## config.mk

```make
export PLATFORM = sky130hd
export DESIGN_NAME = smm_monitor
export DESIGN_NICKNAME = d
export VERILOG_FILES = /design/src/core/smm_pkg.sv /design/src/core/smm_monitor.sv
export VERILOG_INCLUDE_DIRS = /design/src /design/src/core
export SDC_FILE = /design/constraint.sdc
export NUM_CORES = 1
export LEC_CHECK = 0
export BUFFER_PORTS_ARGS = -buffer_cell sky130_fd_sc_hd__buf_2
export CELL_PAD_IN_SITES_DETAIL_PLACEMENT = 2
export CELL_PAD_IN_SITES_GLOBAL_PLACEMENT = 2
export CORE_MARGIN = 1
export CORE_UTILIZATION = 38
export CTS_CLUSTER_DIAMETER = 40
export CTS_CLUSTER_SIZE = 10
export DETAILED_ROUTE_END_ITERATION = 16
export PLACE_DENSITY = 0.85
export SYNTH_ARGS = -nofsm -noshare
export SYNTH_HDL_FRONTEND = slang
export SYNTH_SLANG_ARGS = --single-unit
```

## constraint.sdc

```tcl
create_clock -name clk -period 6.82 [get_ports clk]
set_input_delay 0.682 -clock clk [delete_from_list [all_inputs] [get_ports clk]]
set_output_delay 0.682 -clock clk [all_outputs]
set_load 0.005 [all_outputs]
```

## src/core/smm_consts.svh

```systemverilog
// What this block does
// First lockup expiry raises system management interrupt
// Second lockup expiry requests full system reset
// Missing first fetch after reset reboots system
// Memory error message picks interrupt to raise
// Separate disable bit for seven integrated functions
// Disabled function stops claiming bus accesses
// Disabled function raises no interrupts or wake events
// Case intrusion raises interrupt per routing select
// Reload clears first expiry and restarts count
// Intrusion input active low, synchronised first
//
// Purpose: Offsets, field positions, reset values and timing for the monitor
// Assumes: Word addressed Avalon-MM, 32-bit data
// Notes: Fetch wait time is a plain default; override the module parameter
`ifndef SMM_CONSTS_SVH
`define SMM_CONSTS_SVH
// Word indices of the registers
`define SMM_REG_CTRL 3'h0
`define SMM_REG_RELOAD 3'h1
`define SMM_REG_KICK 3'h2
`define SMM_REG_STATUS 3'h3
`define SMM_REG_CLEAR 3'h4
`define SMM_REG_ENABLE 3'h5
`define SMM_REG_FDIS 3'h6
`define SMM_REG_COUNT 3'h7
// Control fields
`define SMM_CTRL_RUN 0
`define SMM_CTRL_ROUTE 1
// Status bit positions
`define SMM_ST_EXP1 0
`define SMM_ST_EXP2 1
`define SMM_ST_NOFETCH 2
`define SMM_ST_ECC_SMI 3
`define SMM_ST_ECC_NMI 4
`define SMM_ST_ECC_SYSTEM_ERROR_N 5
`define SMM_ST_ECC_LT 6
`define SMM_ST_INTRUDE 7
// Reset values
`define SMM_RELOAD_RST 32'h0000_FFFF
`define SMM_ZERO32 32'h0000_0000
// Timing
`define SMM_CLK_MHZ 250
`define SMM_FETCH_WAIT_US 1000
`define SMM_FETCH_WAIT_CYC (`SMM_FETCH_WAIT_US * `SMM_CLK_MHZ)
`endif

```

## src/core/smm_pkg.sv

```systemverilog
// Purpose: Types shared by the manageability monitor
// Assumes: Constants come from smm_consts.svh
// Notes: Message kinds follow the memory controller encoding
package smm_pkg;
	// Interrupt chosen by a memory error message
	typedef enum logic [1:0] {
		SMM_ECC_SMI = 2'b00,
		SMM_ECC_NMI = 2'b01,
		SMM_ECC_SYSTEM_ERROR_N = 2'b10,
		SMM_ECC_LT = 2'b11
	} smm_ecc_t;
	// Per-function strobes: network, usb, lpc, audio, sata, pcie, smbus
	typedef struct packed {
		logic [6:0] claim;
		logic [6:0] irq;
		logic [6:0] pme;
	} smm_func_t;
	// Complete module state
	typedef struct packed {
		logic ack;
		logic [31:0] rdata;
		logic run;
		logic route;
		logic [31:0] reload;
		logic [31:0] count;
		logic first;
		logic [31:0] fetch_cnt;
		logic fetch_done;
		logic [7:0] status;
		logic [7:0] irq_en;
		logic [6:0] fdis;
		logic [2:0] intr_sync;
		logic smi_n;
		logic nmi;
		logic system_error_n_n;
		logic lt_irq;
		logic sys_rst;
		smm_func_t fout;
		logic irq;
	} smm_state_t;
endpackage : smm_pkg

```

## src/core/smm_monitor.sv

```systemverilog
// Purpose: Lockup timer, first fetch check, error routing, function disable
// Assumes: All inputs synchronous to clk except intruder_n and rst_n
// Notes: Event outputs are one-cycle pulses from flip-flops
`include "smm_consts.svh"
`timescale 1ns/1ps
`default_nettype none
module smm_monitor
	import smm_pkg::*;
#(
	parameter logic [31:0] FETCH_WAIT_CYC = `SMM_FETCH_WAIT_CYC
) (
	input wire logic clk,
	input wire logic rst_n,
	input wire logic [2:0] avs_address,
	input wire logic avs_read,
	input wire logic avs_write,
	input wire logic [31:0] avs_writedata,
	output logic [31:0] avs_readdata,
	output logic avs_waitrequest,
	input wire logic first_fetch,
	input wire logic ecc_msg_valid,
	input wire smm_ecc_t ecc_msg_kind,
	input wire logic intruder_n,
	input wire smm_func_t func_in,
	output smm_func_t func_out,
	output logic system_mgmt_interrupt_n,
	output logic nmi,
	output logic system_error_n,
	output logic lockup_timer_irq,
	output logic sys_reset,
	output logic irq
);

	logic [2:0] rst_sync_ff; // Reset release chain, top bit gates the checks
	logic rst_n_int; // Synchronised reset
	smm_state_t state_ff; // Registered state
	smm_state_t nxt_state; // Next state
	logic tmr_exp; // Timer at zero while running
	logic fetch_to; // First fetch wait ran out
	logic intr_hit; // Intrusion became active
	logic ecc_smi, ecc_nmi, ecc_system_error_n, ecc_lt; // Decoded messages
	logic wr_go; // Write taken this edge
	logic kick_go; // Kick write taken this edge
	logic [7:0] st_set; // Status events

	// Release reset through two flops, assert at once
	always_ff @(posedge clk or negedge rst_n) begin
		if (!rst_n) begin
			rst_sync_ff <= 3'h0;
		end else begin
			rst_sync_ff <= {rst_sync_ff[1:0], 1'b1};
		end
	end
	assign rst_n_int = rst_sync_ff[1];

	// Decode of one message kind, used four times
	function automatic logic ecc_is(input logic v, input smm_ecc_t k, input smm_ecc_t want);
		ecc_is = v && (k == want);
	endfunction : ecc_is

	// Event decode
	always_comb begin
		wr_go = avs_write && state_ff.ack;
		kick_go = wr_go && (avs_address == `SMM_REG_KICK);
		// A kick on the expiry edge wins: no pulse, no reset
		tmr_exp = state_ff.run && (state_ff.count == `SMM_ZERO32) && !kick_go;
		fetch_to = !state_ff.fetch_done && !first_fetch && (state_ff.fetch_cnt == FETCH_WAIT_CYC - 32'h0000_0001);
		// Only the second and third stages are looked at
		intr_hit = state_ff.intr_sync[2] && !state_ff.intr_sync[1];
		ecc_smi = ecc_is(ecc_msg_valid, ecc_msg_kind, SMM_ECC_SMI);
		ecc_nmi = ecc_is(ecc_msg_valid, ecc_msg_kind, SMM_ECC_NMI);
		ecc_system_error_n = ecc_is(ecc_msg_valid, ecc_msg_kind, SMM_ECC_SYSTEM_ERROR_N);
		ecc_lt = ecc_is(ecc_msg_valid, ecc_msg_kind, SMM_ECC_LT);
		st_set = 8'h00;
		st_set[`SMM_ST_EXP1] = tmr_exp && !state_ff.first;
		st_set[`SMM_ST_EXP2] = tmr_exp && state_ff.first;
		st_set[`SMM_ST_NOFETCH] = fetch_to;
		st_set[`SMM_ST_ECC_SMI] = ecc_smi;
		st_set[`SMM_ST_ECC_NMI] = ecc_nmi;
		st_set[`SMM_ST_ECC_SYSTEM_ERROR_N] = ecc_system_error_n;
		st_set[`SMM_ST_ECC_LT] = ecc_lt;
		st_set[`SMM_ST_INTRUDE] = intr_hit;
	end

	// Waitrequest drops one cycle after the request rises
	assign avs_waitrequest = (avs_read || avs_write) && !state_ff.ack;

	// Next state
	always_comb begin
		nxt_state = state_ff;
		// Bus handshake: one wait cycle per access
		nxt_state.ack = (avs_read || avs_write) && !state_ff.ack;
		if (avs_read && !state_ff.ack) begin
			case (avs_address)
				`SMM_REG_CTRL: nxt_state.rdata = {30'h0000_0000, state_ff.route, state_ff.run};
				`SMM_REG_RELOAD: nxt_state.rdata = state_ff.reload;
				`SMM_REG_STATUS: nxt_state.rdata = {24'h00_0000, state_ff.status};
				`SMM_REG_ENABLE: nxt_state.rdata = {24'h00_0000, state_ff.irq_en};
				`SMM_REG_FDIS: nxt_state.rdata = {25'h000_0000, state_ff.fdis};
				`SMM_REG_COUNT: nxt_state.rdata = state_ff.count;
				// Kick and clear read as zero
				default: nxt_state.rdata = `SMM_ZERO32;
			endcase
		end
		// Status: set beats clear in the same cycle
		nxt_state.status = state_ff.status | st_set;
		if (wr_go) begin
			case (avs_address)
				`SMM_REG_CTRL: begin
					nxt_state.run = avs_writedata[`SMM_CTRL_RUN];
					nxt_state.route = avs_writedata[`SMM_CTRL_ROUTE];
				end
				`SMM_REG_RELOAD: nxt_state.reload = avs_writedata;
				`SMM_REG_CLEAR: nxt_state.status = (state_ff.status & ~avs_writedata[7:0]) | st_set;
				`SMM_REG_ENABLE: nxt_state.irq_en = avs_writedata[7:0];
				`SMM_REG_FDIS: nxt_state.fdis = avs_writedata[6:0];
				// Kick (taken by the timer) or read-only: ignored
				default: nxt_state.run = state_ff.run;
			endcase
		end
		// Lockup timer
		if (!state_ff.run) begin
			// Stopped timer sits loaded and unarmed
			nxt_state.count = state_ff.reload;
			nxt_state.first = 1'b0;
		end else if (kick_go) begin
			nxt_state.count = state_ff.reload;
			nxt_state.first = 1'b0;
		end else if (tmr_exp) begin
			nxt_state.count = state_ff.reload;
			// Second expiry rearms for the next cycle after reset
			nxt_state.first = !state_ff.first;
		end else begin
			nxt_state.count = state_ff.count - 32'h0000_0001;
		end
		// First fetch watch, once per reset
		if (!state_ff.fetch_done) begin
			nxt_state.fetch_cnt = state_ff.fetch_cnt + 32'h0000_0001;
			nxt_state.fetch_done = first_fetch || fetch_to;
		end
		// Intrusion synchroniser and edge stage
		nxt_state.intr_sync = {state_ff.intr_sync[1:0], intruder_n};
		// Event pulses
		nxt_state.smi_n = !(st_set[`SMM_ST_EXP1] || ecc_smi || (intr_hit && !state_ff.route));
		nxt_state.nmi = ecc_nmi;
		nxt_state.system_error_n_n = !ecc_system_error_n;
		nxt_state.lt_irq = ecc_lt || (intr_hit && state_ff.route);
		nxt_state.sys_rst = st_set[`SMM_ST_EXP2] || fetch_to;
		// Function gating
		nxt_state.fout.claim = func_in.claim & ~state_ff.fdis;
		nxt_state.fout.irq = func_in.irq & ~state_ff.fdis;
		nxt_state.fout.pme = func_in.pme & ~state_ff.fdis;
		nxt_state.irq = |(nxt_state.status & state_ff.irq_en);
	end

	// State register
	always_ff @(posedge clk or negedge rst_n_int) begin
		if (!rst_n_int) begin
			state_ff <= '0;
			state_ff.reload <= `SMM_RELOAD_RST;
			state_ff.count <= `SMM_RELOAD_RST;
			state_ff.intr_sync <= 3'h7;
			state_ff.smi_n <= 1'b1;
			state_ff.system_error_n_n <= 1'b1;
		end else begin
			state_ff <= nxt_state;
		end
	end

	// Outputs straight from flops
	assign avs_readdata = state_ff.rdata;
	assign func_out = state_ff.fout;
	assign system_mgmt_interrupt_n = state_ff.smi_n;
	assign nmi = state_ff.nmi;
	assign system_error_n = state_ff.system_error_n_n;
	assign lockup_timer_irq = state_ff.lt_irq;
	assign sys_reset = state_ff.sys_rst;
	assign irq = state_ff.irq;
endmodule : smm_monitor
`default_nettype wire

```

==> results of run 1 <==
where the power goes:
| group | internal, mW | switching [mW] |
|---|---|---|
| sequential | 1.41 | 0.278 |
| combinational | 0.410 | 0.384 |
| clock | 0.485 | 0.443 |
| total | 2.30 | 1.11 |
metrics by stage:
| stage | instances | hold WS, ns | power, mW | setup WS [ns] | util (%) |
|---|---|---|---|---|---|
| floorplan | 781 | 0.331 | 2.23 | 1.26 | - |
| global placement | 1135 | 0.333 | 2.37 | 2.86 | 41.4 |
| detailed placement | 1135 | 0.337 | 2.45 | 2.71 | 41.4 |
| CTS | 1167 | 0.00546 | 3.43 | 3.08 | 43.7 |
| global route | 1167 | 0.00680 | 3.55 | 2.89 | 43.7 |
| finish | 1168 | 0.0162 | 3.41 | 3.02 | 43.7 |
synth_stat cells (all sizes together) (2+ instances only):
library cell / instances / share of area (%)
buf: 62 / 5.4
or4: 7 / 0.63
nand2: 71 / 3.0
and3b: 2 / 0.19
nor2: 28 / 1.2
nand2b: 3 / 0.21
and2: 5 / 0.35
nand3: 23 / 1.3
nor4bb: 2 / 0.22
nand3b: 5 / 0.42
nor4: 19 / 1.5
a22oi: 31 / 2.6
nor3: 11 / 0.61
o21ai: 38 / 2.1
mux2: 84 / 12
xor2: 33 / 3.2
ha: 3 / 0.42
inv: 10 / 0.42
nor4b: 2 / 0.19
clkbuf: 26 / 1.1
dfstp: 37 / 11
nand4: 10 / 0.69
nor2b: 28 / 2.0
and4: 4 / 0.39
mux4: 2 / 0.50
nor3b: 2 / 0.17
xnor2: 27 / 2.6
and3: 7 / 0.49
dfrtp: 151 / 42
or3: 6 / 0.42
a21oi: 11 / 0.61
or2: 5 / 0.35
a221oi: 2 / 0.19
a31oi: 7 / 0.49
mux2i: 7 / 0.78
metal layers:
layer	vias to the layer above	track usage, %	wire (µm)
met4	4	6.86	493
met5	-	0	34
met2	146	40.5	13800
li1	2797	-	-
met3	41	4.64	1080
met1	3359	28.1	11100
cell type report:
class | instances | area [µm²]
tap | 313 | 392
multi-input combinational | 495 | 3650
inverter | 10 | 37.5
sequential | 188 | 4750
clock inverter | 10 | 67.6
antenna | 1 | 2.50
timing repair buffer | 129 | 658
fill | 2354 | 12900
clock buffer | 22 | 464
path summary, 6_finish.rpt:
kind	cells after the start	startpoint	slack (ns)	to
min in group clk	1	intruder_n	0.35	nxt_state[28]
setup reg to reg	5	state_ff[90]	3.49	state_ff[118]
max in group asynchronous	1	rst_sync_ff[1]	4.90	state_ff[30]
hold / removal	1	rst_n	0.02	rst_sync_ff[1]
setup / recovery	5	avs_address[0]	3.02	state_ff[142]
hold reg to reg	0	rst_sync_ff[0]	0.35	rst_sync_ff[1]
flip-flops by register name, indices dropped and copies added, names as in the netlist:
| register | count |
|---|---|
| avs_readdata | 32 |
| system_error_n | 1 |
| irq | 1 |
| func_out | 21 |
| state_ff | 125 |
| nmi | 1 |
| lockup_timer_irq | 1 |
| system_mgmt_interrupt_n | 1 |
| sys_reset | 1 |
| rst_sync_ff | 2 |
| nxt_state | 2 |
cell families (layout without fill, tap and decap cells):
| group | Yosys count | in the layout | synth area share [%] |
|---|---|---|---|
| other cells | 1 | 2 | 0.0417 |
| xor+xnor | 60 | 60 | 5.84 |
| compound gates | 98 | 98 | 6.81 |
| fa+ha+maj | 3 | 3 | 0.417 |
| buf+inv | 98 | 171 | 6.94 |
| simple gates | 240 | 240 | 14.2 |
| flops | 188 | 188 | 52.8 |
| mux | 93 | 93 | 13.0 |
==> results.py, run 1 <==
metrics = {
    "timing": {
        "tightest_slew_ns": 1.30,
        "hold_viol_final": 0,
        "rsz0062_at_grt": "false",
        "timing.final.crit_share_pct": 55.7,
        "final_max_slew_viol_count": 0,
        "finClkSkew_ns": 0.0104,
        "min_period_ns": 3.80,
        "finalSetupTns_ns": 0,
        "setup_viol": 0,
        "relSlewSlack_pct": 12.8,
        "max_freq_mhz": 263,
    },
    "clock_tree": {
        "cts_sinks": 188,
        "cts_tree": "done",
        "cts_root_buffer": "clkbuf_16",
        "post_cts_buffers": 0,
        "cts_buffer_depth": 2,
        "clock_latency_ns": 0.43,
        "cts_resized": 0,
        "cts_max_level": 4,
        "holdBufCountCts": 0,
        "clk_pin_slew_worst_paths_ns": 0.07,
        "numCtsBuffers": 17,
    },
    "critical_path": {
        "critical_path.cell_chain": "buf_2, nor2b_1, nor2b_2, nor2b_4, mux2_2",
        "critPathRequiredTime_ns": 7.14,
        "endpoint_kind": "register",
        "cpLargestDelayFamily": "simple AND/OR/NAND/NOR gates",
        "start_kind": "primary input",
        "path_class": "primary input to register",
        "cp.arrival_ns": 4.11,
        "cp_slowest_stage_delay_ns": 1.12,
        "cp_max_fo": 33,
        "cp_slowest_cell": "nor2b_2",
        "worst-path-buf-inv": 1,
    },
    "floorplan": {
        "floorplan.initialDensity_pct": 39.3,
        "die_w_um": 156,
        "pin_count": 125,
        "core_area_um2": 22900,
        "dieArea_um2": 24300,
        "die-height_um": 156,
        "rows": 55,
    },
    "run": {
        "cap_viol_max_count": 0,
    },
    "place": {
        "dp_hpwl_um": 17400,
        "globalplace.congestion": 0.781,
        "placed_area_um2": 9490,
        "portBuffers": 124,
    },
    "power": {
        "p_leak_nw": 4.57,
        "p_per_area_nw_per_um2": 340,
        "ir_drop_mv": 0.158,
    },
    "yosys": {
        "synth_cell_types": 53,
        "synth-edff-count": 0,
        "synth_fp_nets": 849,
        "ys_ff_latch": 188,
        "yosysWarnings": 0,
        "synth-main-ff-cell": "dfrtp_1",
        "synth.avg_cell_area_um2": 11.5,
        "synth_cells": 781,
        "syn-cell-area_um2": 9000,
        "ys_seq_area_share_pct": 52.8,
        "synthArstFlopShare_pct": 100,
    },
    "route": {
        "num_vias": 6347,
        "wl_per_cell_um": 22.7,
        "drc": 0,
        "drt_iter0_markers": 399,
        "ant_nets": 0,
        "wl_um": 26500,
        "via_per_inst": 5.43,
        "drt_pre_antenna_iters": 4,
    },
    "layout": {
        "drive_gt1_share_pct": 34.4,
        "final_common_cell": "dfrtp_1",
        "area_growth_pct": 11.3,
        "design_area_um2": 10000,
        "layout_common_cells": "150 x dfrtp_1, 124 x buf_2, 71 x nand2_1",
        "nNetsFinal": 909,
    },
    "global_routing": {
        "grt_pass1_wl_um": 42300,
        "antenna_found_initial": 2,
        "grt_pass1_vias": 7231,
        "grt_overflow": 0,
        "grt_max_degree": 78,
        "grt.total_usage_pct": 22.9,
    },
    "status": {
        "status": "complete, no violations",
    },
    "hold_path": {
        "timing.hold.worst.class": "primary input to asynchronous set/reset pin",
    },
}
No activity file was read; power rests on OpenSTA's default activity.
==> run 2: changes to the inputs <==
--- a/config.mk
+++ b/config.mk
@@ -6,15 +6,16 @@
 export SDC_FILE = /design/constraint.sdc
 export NUM_CORES = 1
 export LEC_CHECK = 0
+export ABC_AREA = 1
 export BUFFER_PORTS_ARGS = -buffer_cell sky130_fd_sc_hd__buf_2
 export CELL_PAD_IN_SITES_DETAIL_PLACEMENT = 2
 export CELL_PAD_IN_SITES_GLOBAL_PLACEMENT = 2
 export CORE_MARGIN = 1
-export CORE_UTILIZATION = 38
+export CORE_UTILIZATION = 35
 export CTS_CLUSTER_DIAMETER = 40
 export CTS_CLUSTER_SIZE = 10
 export DETAILED_ROUTE_END_ITERATION = 16
-export PLACE_DENSITY = 0.85
+export PLACE_DENSITY = 0.86
 export SYNTH_ARGS = -nofsm -noshare
 export SYNTH_HDL_FRONTEND = slang
 export SYNTH_SLANG_ARGS = --single-unit
==> constraint.sdc (replaced) <==
create_clock -name clk -period 3.8 [get_ports clk]
set_input_delay 0.38 -clock clk [delete_from_list [all_inputs] [get_ports clk]]
set_output_delay 0.38 -clock clk [all_outputs]
set_load 0.005 [all_outputs]
==> run 2 against run 1 <==
Power increased by 76%. Critical path depth up 8. Die area is 10% higher. Count of clock-buffer cells in the layout decreased by 2. Area after synthesis grew 1.9%. Combinational power increased by 57%.
==> results.py, run 2 <==
metrics = {
    "timing": {
        "relSlewSlack_pct": 30.8,
        "timing.final.crit_share_pct": 63.2,
        "final_max_slew_viol_count": 0,
        "rsz0062_at_grt": "false",
        "tightest_slew_ns": 1.03,
        "finalSetupTns_ns": 0,
        "hold_viol_final": 0,
        "min_period_ns": 2.40,
        "max_freq_mhz": 416,
        "finClkSkew_ns": 0.0177,
        "setup_viol": 0,
    },
    "yosys": {
        "synth-main-ff-cell": "dfrtp_1",
        "synth_xor_area_share_pct": 4.68,
        "synthArstFlopShare_pct": 100,
        "synth_cells": 1078,
        "synth_cell_types": 37,
        "synth_top_area_share_pct": 41.2,
        "synth_compound_area_share_pct": 9.86,
        "synth_top_area_cell": "dfrtp_1",
        "synthAdderAreaFrac_pct": 0.409,
        "ys_ff_latch": 188,
        "muxShareOfSynthArea_pct": 1.60,
        "synth-simple-area-share_pct": 19.9,
        "synth_top_family_by_area": "simple AND/OR/NAND/NOR gates",
        "syn-cell-area_um2": 9170,
        "synth_most_common_cell": "nand2_1",
        "synthTopCellsByArea": "dfrtp_1 41%, dfstp_2 11%, nand2_1 9.0%, inv_1 5.7%, nor2_1 5.6%",
        "yosysWarnings": 0,
        "ys_seq_area_share_pct": 51.8,
        "synth_fp_nets": 1146,
        "synth.avg_cell_area_um2": 8.51,
        "synth-edff-count": 0,
        "synthTopCellsByCount": "220 x nand2_1, 151 x dfrtp_1, 139 x inv_1, 137 x nor2_1, 64 x o21ai_0",
    },
    "clock_tree": {
        "cts_buffer_depth": 2,
        "cts_max_level": 4,
        "cts_resized": 0,
        "clock_latency_ns": 0.44,
        "holdBufCountCts": 1,
        "numCtsBuffers": 17,
        "cts_root_buffer": "clkbuf_16",
        "cts_tree": "done",
        "cts_sinks": 188,
        "clk_pin_slew_worst_paths_ns": 0.07,
        "post_cts_buffers": 0,
    },
    "floorplan": {
        "rows": 58,
        "die-height_um": 164,
        "die_w_um": 164,
        "floorplan.initialDensity_pct": 36.0,
        "dieArea_um2": 26900,
        "core_area_um2": 25500,
        "pin_count": 125,
    },
    "global_routing": {
        "grt.total_usage_pct": 21.8,
        "antenna_found_initial": 0,
        "grt_pass1_wl_um": 45200,
        "grt_pass1_vias": 8739,
        "grt_max_degree": 71,
        "grt_overflow": 0,
    },
    "power": {
        "ir_drop_mv": 0.332,
        "total_power_mw": 5.99,
        "p_leak_nw": 5.13,
        "p_per_area_nw_per_um2": 578,
    },
    "layout": {
        "area_growth_pct": 13.0,
        "layout_common_cells": "219 x nand2_1, 150 x dfrtp_1, 139 x inv_1",
        "instances_no_fill": 1495,
        "utilization_pct": 40.7,
        "drive_gt1_share_pct": 20.3,
        "top_register": "state_ff",
        "largest_reg_flops": 125,
        "nNetsFinal": 1220,
        "diodes": 0,
        "final_common_cell": "nand2_1",
    },
    "critical_path": {
        "cp_max_fo": 39,
        "path_class": "register to register",
        "endpoint_kind": "register",
        "cpLargestDelayFamily": "buffers and inverters",
        "reg2regPathDepth": 13,
        "critPathRequiredTime_ns": 4.16,
        "cp.arrival_ns": 2.76,
        "cp_slowest_stage_delay_ns": 0.56,
        "reg2reg_slack_ns": 1.40,
        "critical_path.cell_chain": "inv_1, ha_1, nand2_1, inv_1, nand2_1, nor2_1, nand2_1, nor2_2, a21boi_2, buf_4, inv_2, o21ai_0, inv_1",
        "start_kind": "register",
        "worst-path-buf-inv": 5,
        "r2r_start": "state_ff[87]",
        "cp_slowest_cell": "dfstp_2",
        "worstReg2RegEnd": "state_ff[99]",
    },
    "run": {
        "cap_viol_max_count": 0,
    },
    "place": {
        "dp_hpwl_um": 20000,
        "portBuffers": 124,
        "dp_cells": 1462,
        "globalplace.congestion": 0.791,
    },
    "route": {
        "drt_iter0_markers": 237,
        "drc": 0,
        "via_per_inst": 5.01,
        "num_vias": 7488,
        "drt_pre_antenna_iters": 4,
        "wl_per_cell_um": 18.5,
        "ant_nets": 0,
        "wl_um": 27600,
    },
    "hold_path": {
        "timing.hold.worst.class": "primary input to register",
        "min_to": "nxt_state[28]",
        "hp-start": "intruder_n",
        "hold-path-cell-count": 1,
    },
    "status": {
        "status": "complete, no violations",
    },
}
run 2: worst register-to-register path, cell delays in order, from the launching register on:
cell and delay [ns]:
dfstp_2 0.56, inv_1 0.09, ha_1 0.20, nand2_1 0.06, inv_1 0.04, nand2_1 0.05
nor2_1 0.04, nand2_1 0.07, nor2_2 0.06, a21boi_2 0.11, buf_4 0.37, inv_2 0.32
o21ai_0 0.28, inv_1 0.08
run 2: final cells by class:
class,count,area [µm²]
Tap cell,330,413
Multi-Input combinational cell,667,3350
Clock inverter,12,134
Inverter,145,546
Fill cell,2860,15100
Clock buffer,20,457
Timing Repair Buffer,133,716
Sequential cell,188,4750
run 2: cell families (layout without fill, tap and decap cells):
group	count (synthesis)	after routing
AOI/OAI and AO/OA	159	159
xor gates and xnor gates	49	49
adders and majority gates	3	3
buffers and inverters	223	310
DFF	188	188
muxes	13	13
other	1	1
and+or+nand+nor	442	442
run 2: how the worst max path moves through the flow:
stage | startpoint | to | depth (start not counted)
floorplan | rst_sync_ff[1] | avs_readdata[0] | 0
global placement | state_ff[87] | state_ff[91] | 13
detailed placement | state_ff[87] | state_ff[99] | 13
CTS | state_ff[87] | state_ff[99] | 13
global route | state_ff[87] | state_ff[99] | 13
finish | state_ff[87] | state_ff[99] | 13
run 2: stage by stage:
step / instance area [µm²] / setup slack [ns] / hold WS [ns]
6_report: 10400 / 1.40 / 0.0468
5_1_grt: 10400 / 1.19 / 0.0273
4_1_cts: 10400 / 1.33 / 0.0261
3_5_place_dp: 9770 / 1.43 / 0.168
3_3_place_gp: 9770 / 1.56 / 0.168
2_1_floorplan: 9180 / 0.734 / 0.0844
run 2: where the power goes:
part	leakage, nW	internal [mW]	switching (mW)
Combinational	2.58	0.463	0.789
Sequential	2.26	2.50	0.397
Clock	0.288	1.01	0.832
Total	5.13	3.97	2.02
run 2: routing by layer:
| layer | GRT usage, % | vias to the layer above | wire length [µm] |
|---|---|---|---|
| met5 | 0 | - | 0 |
| met4 | 7.49 | 0 | 531 |
| li1 | - | 3523 | - |
| met3 | 3.74 | 37 | 946 |
| met2 | 38.8 | 141 | 14100 |
| met1 | 26.5 | 3787 | 12100 |
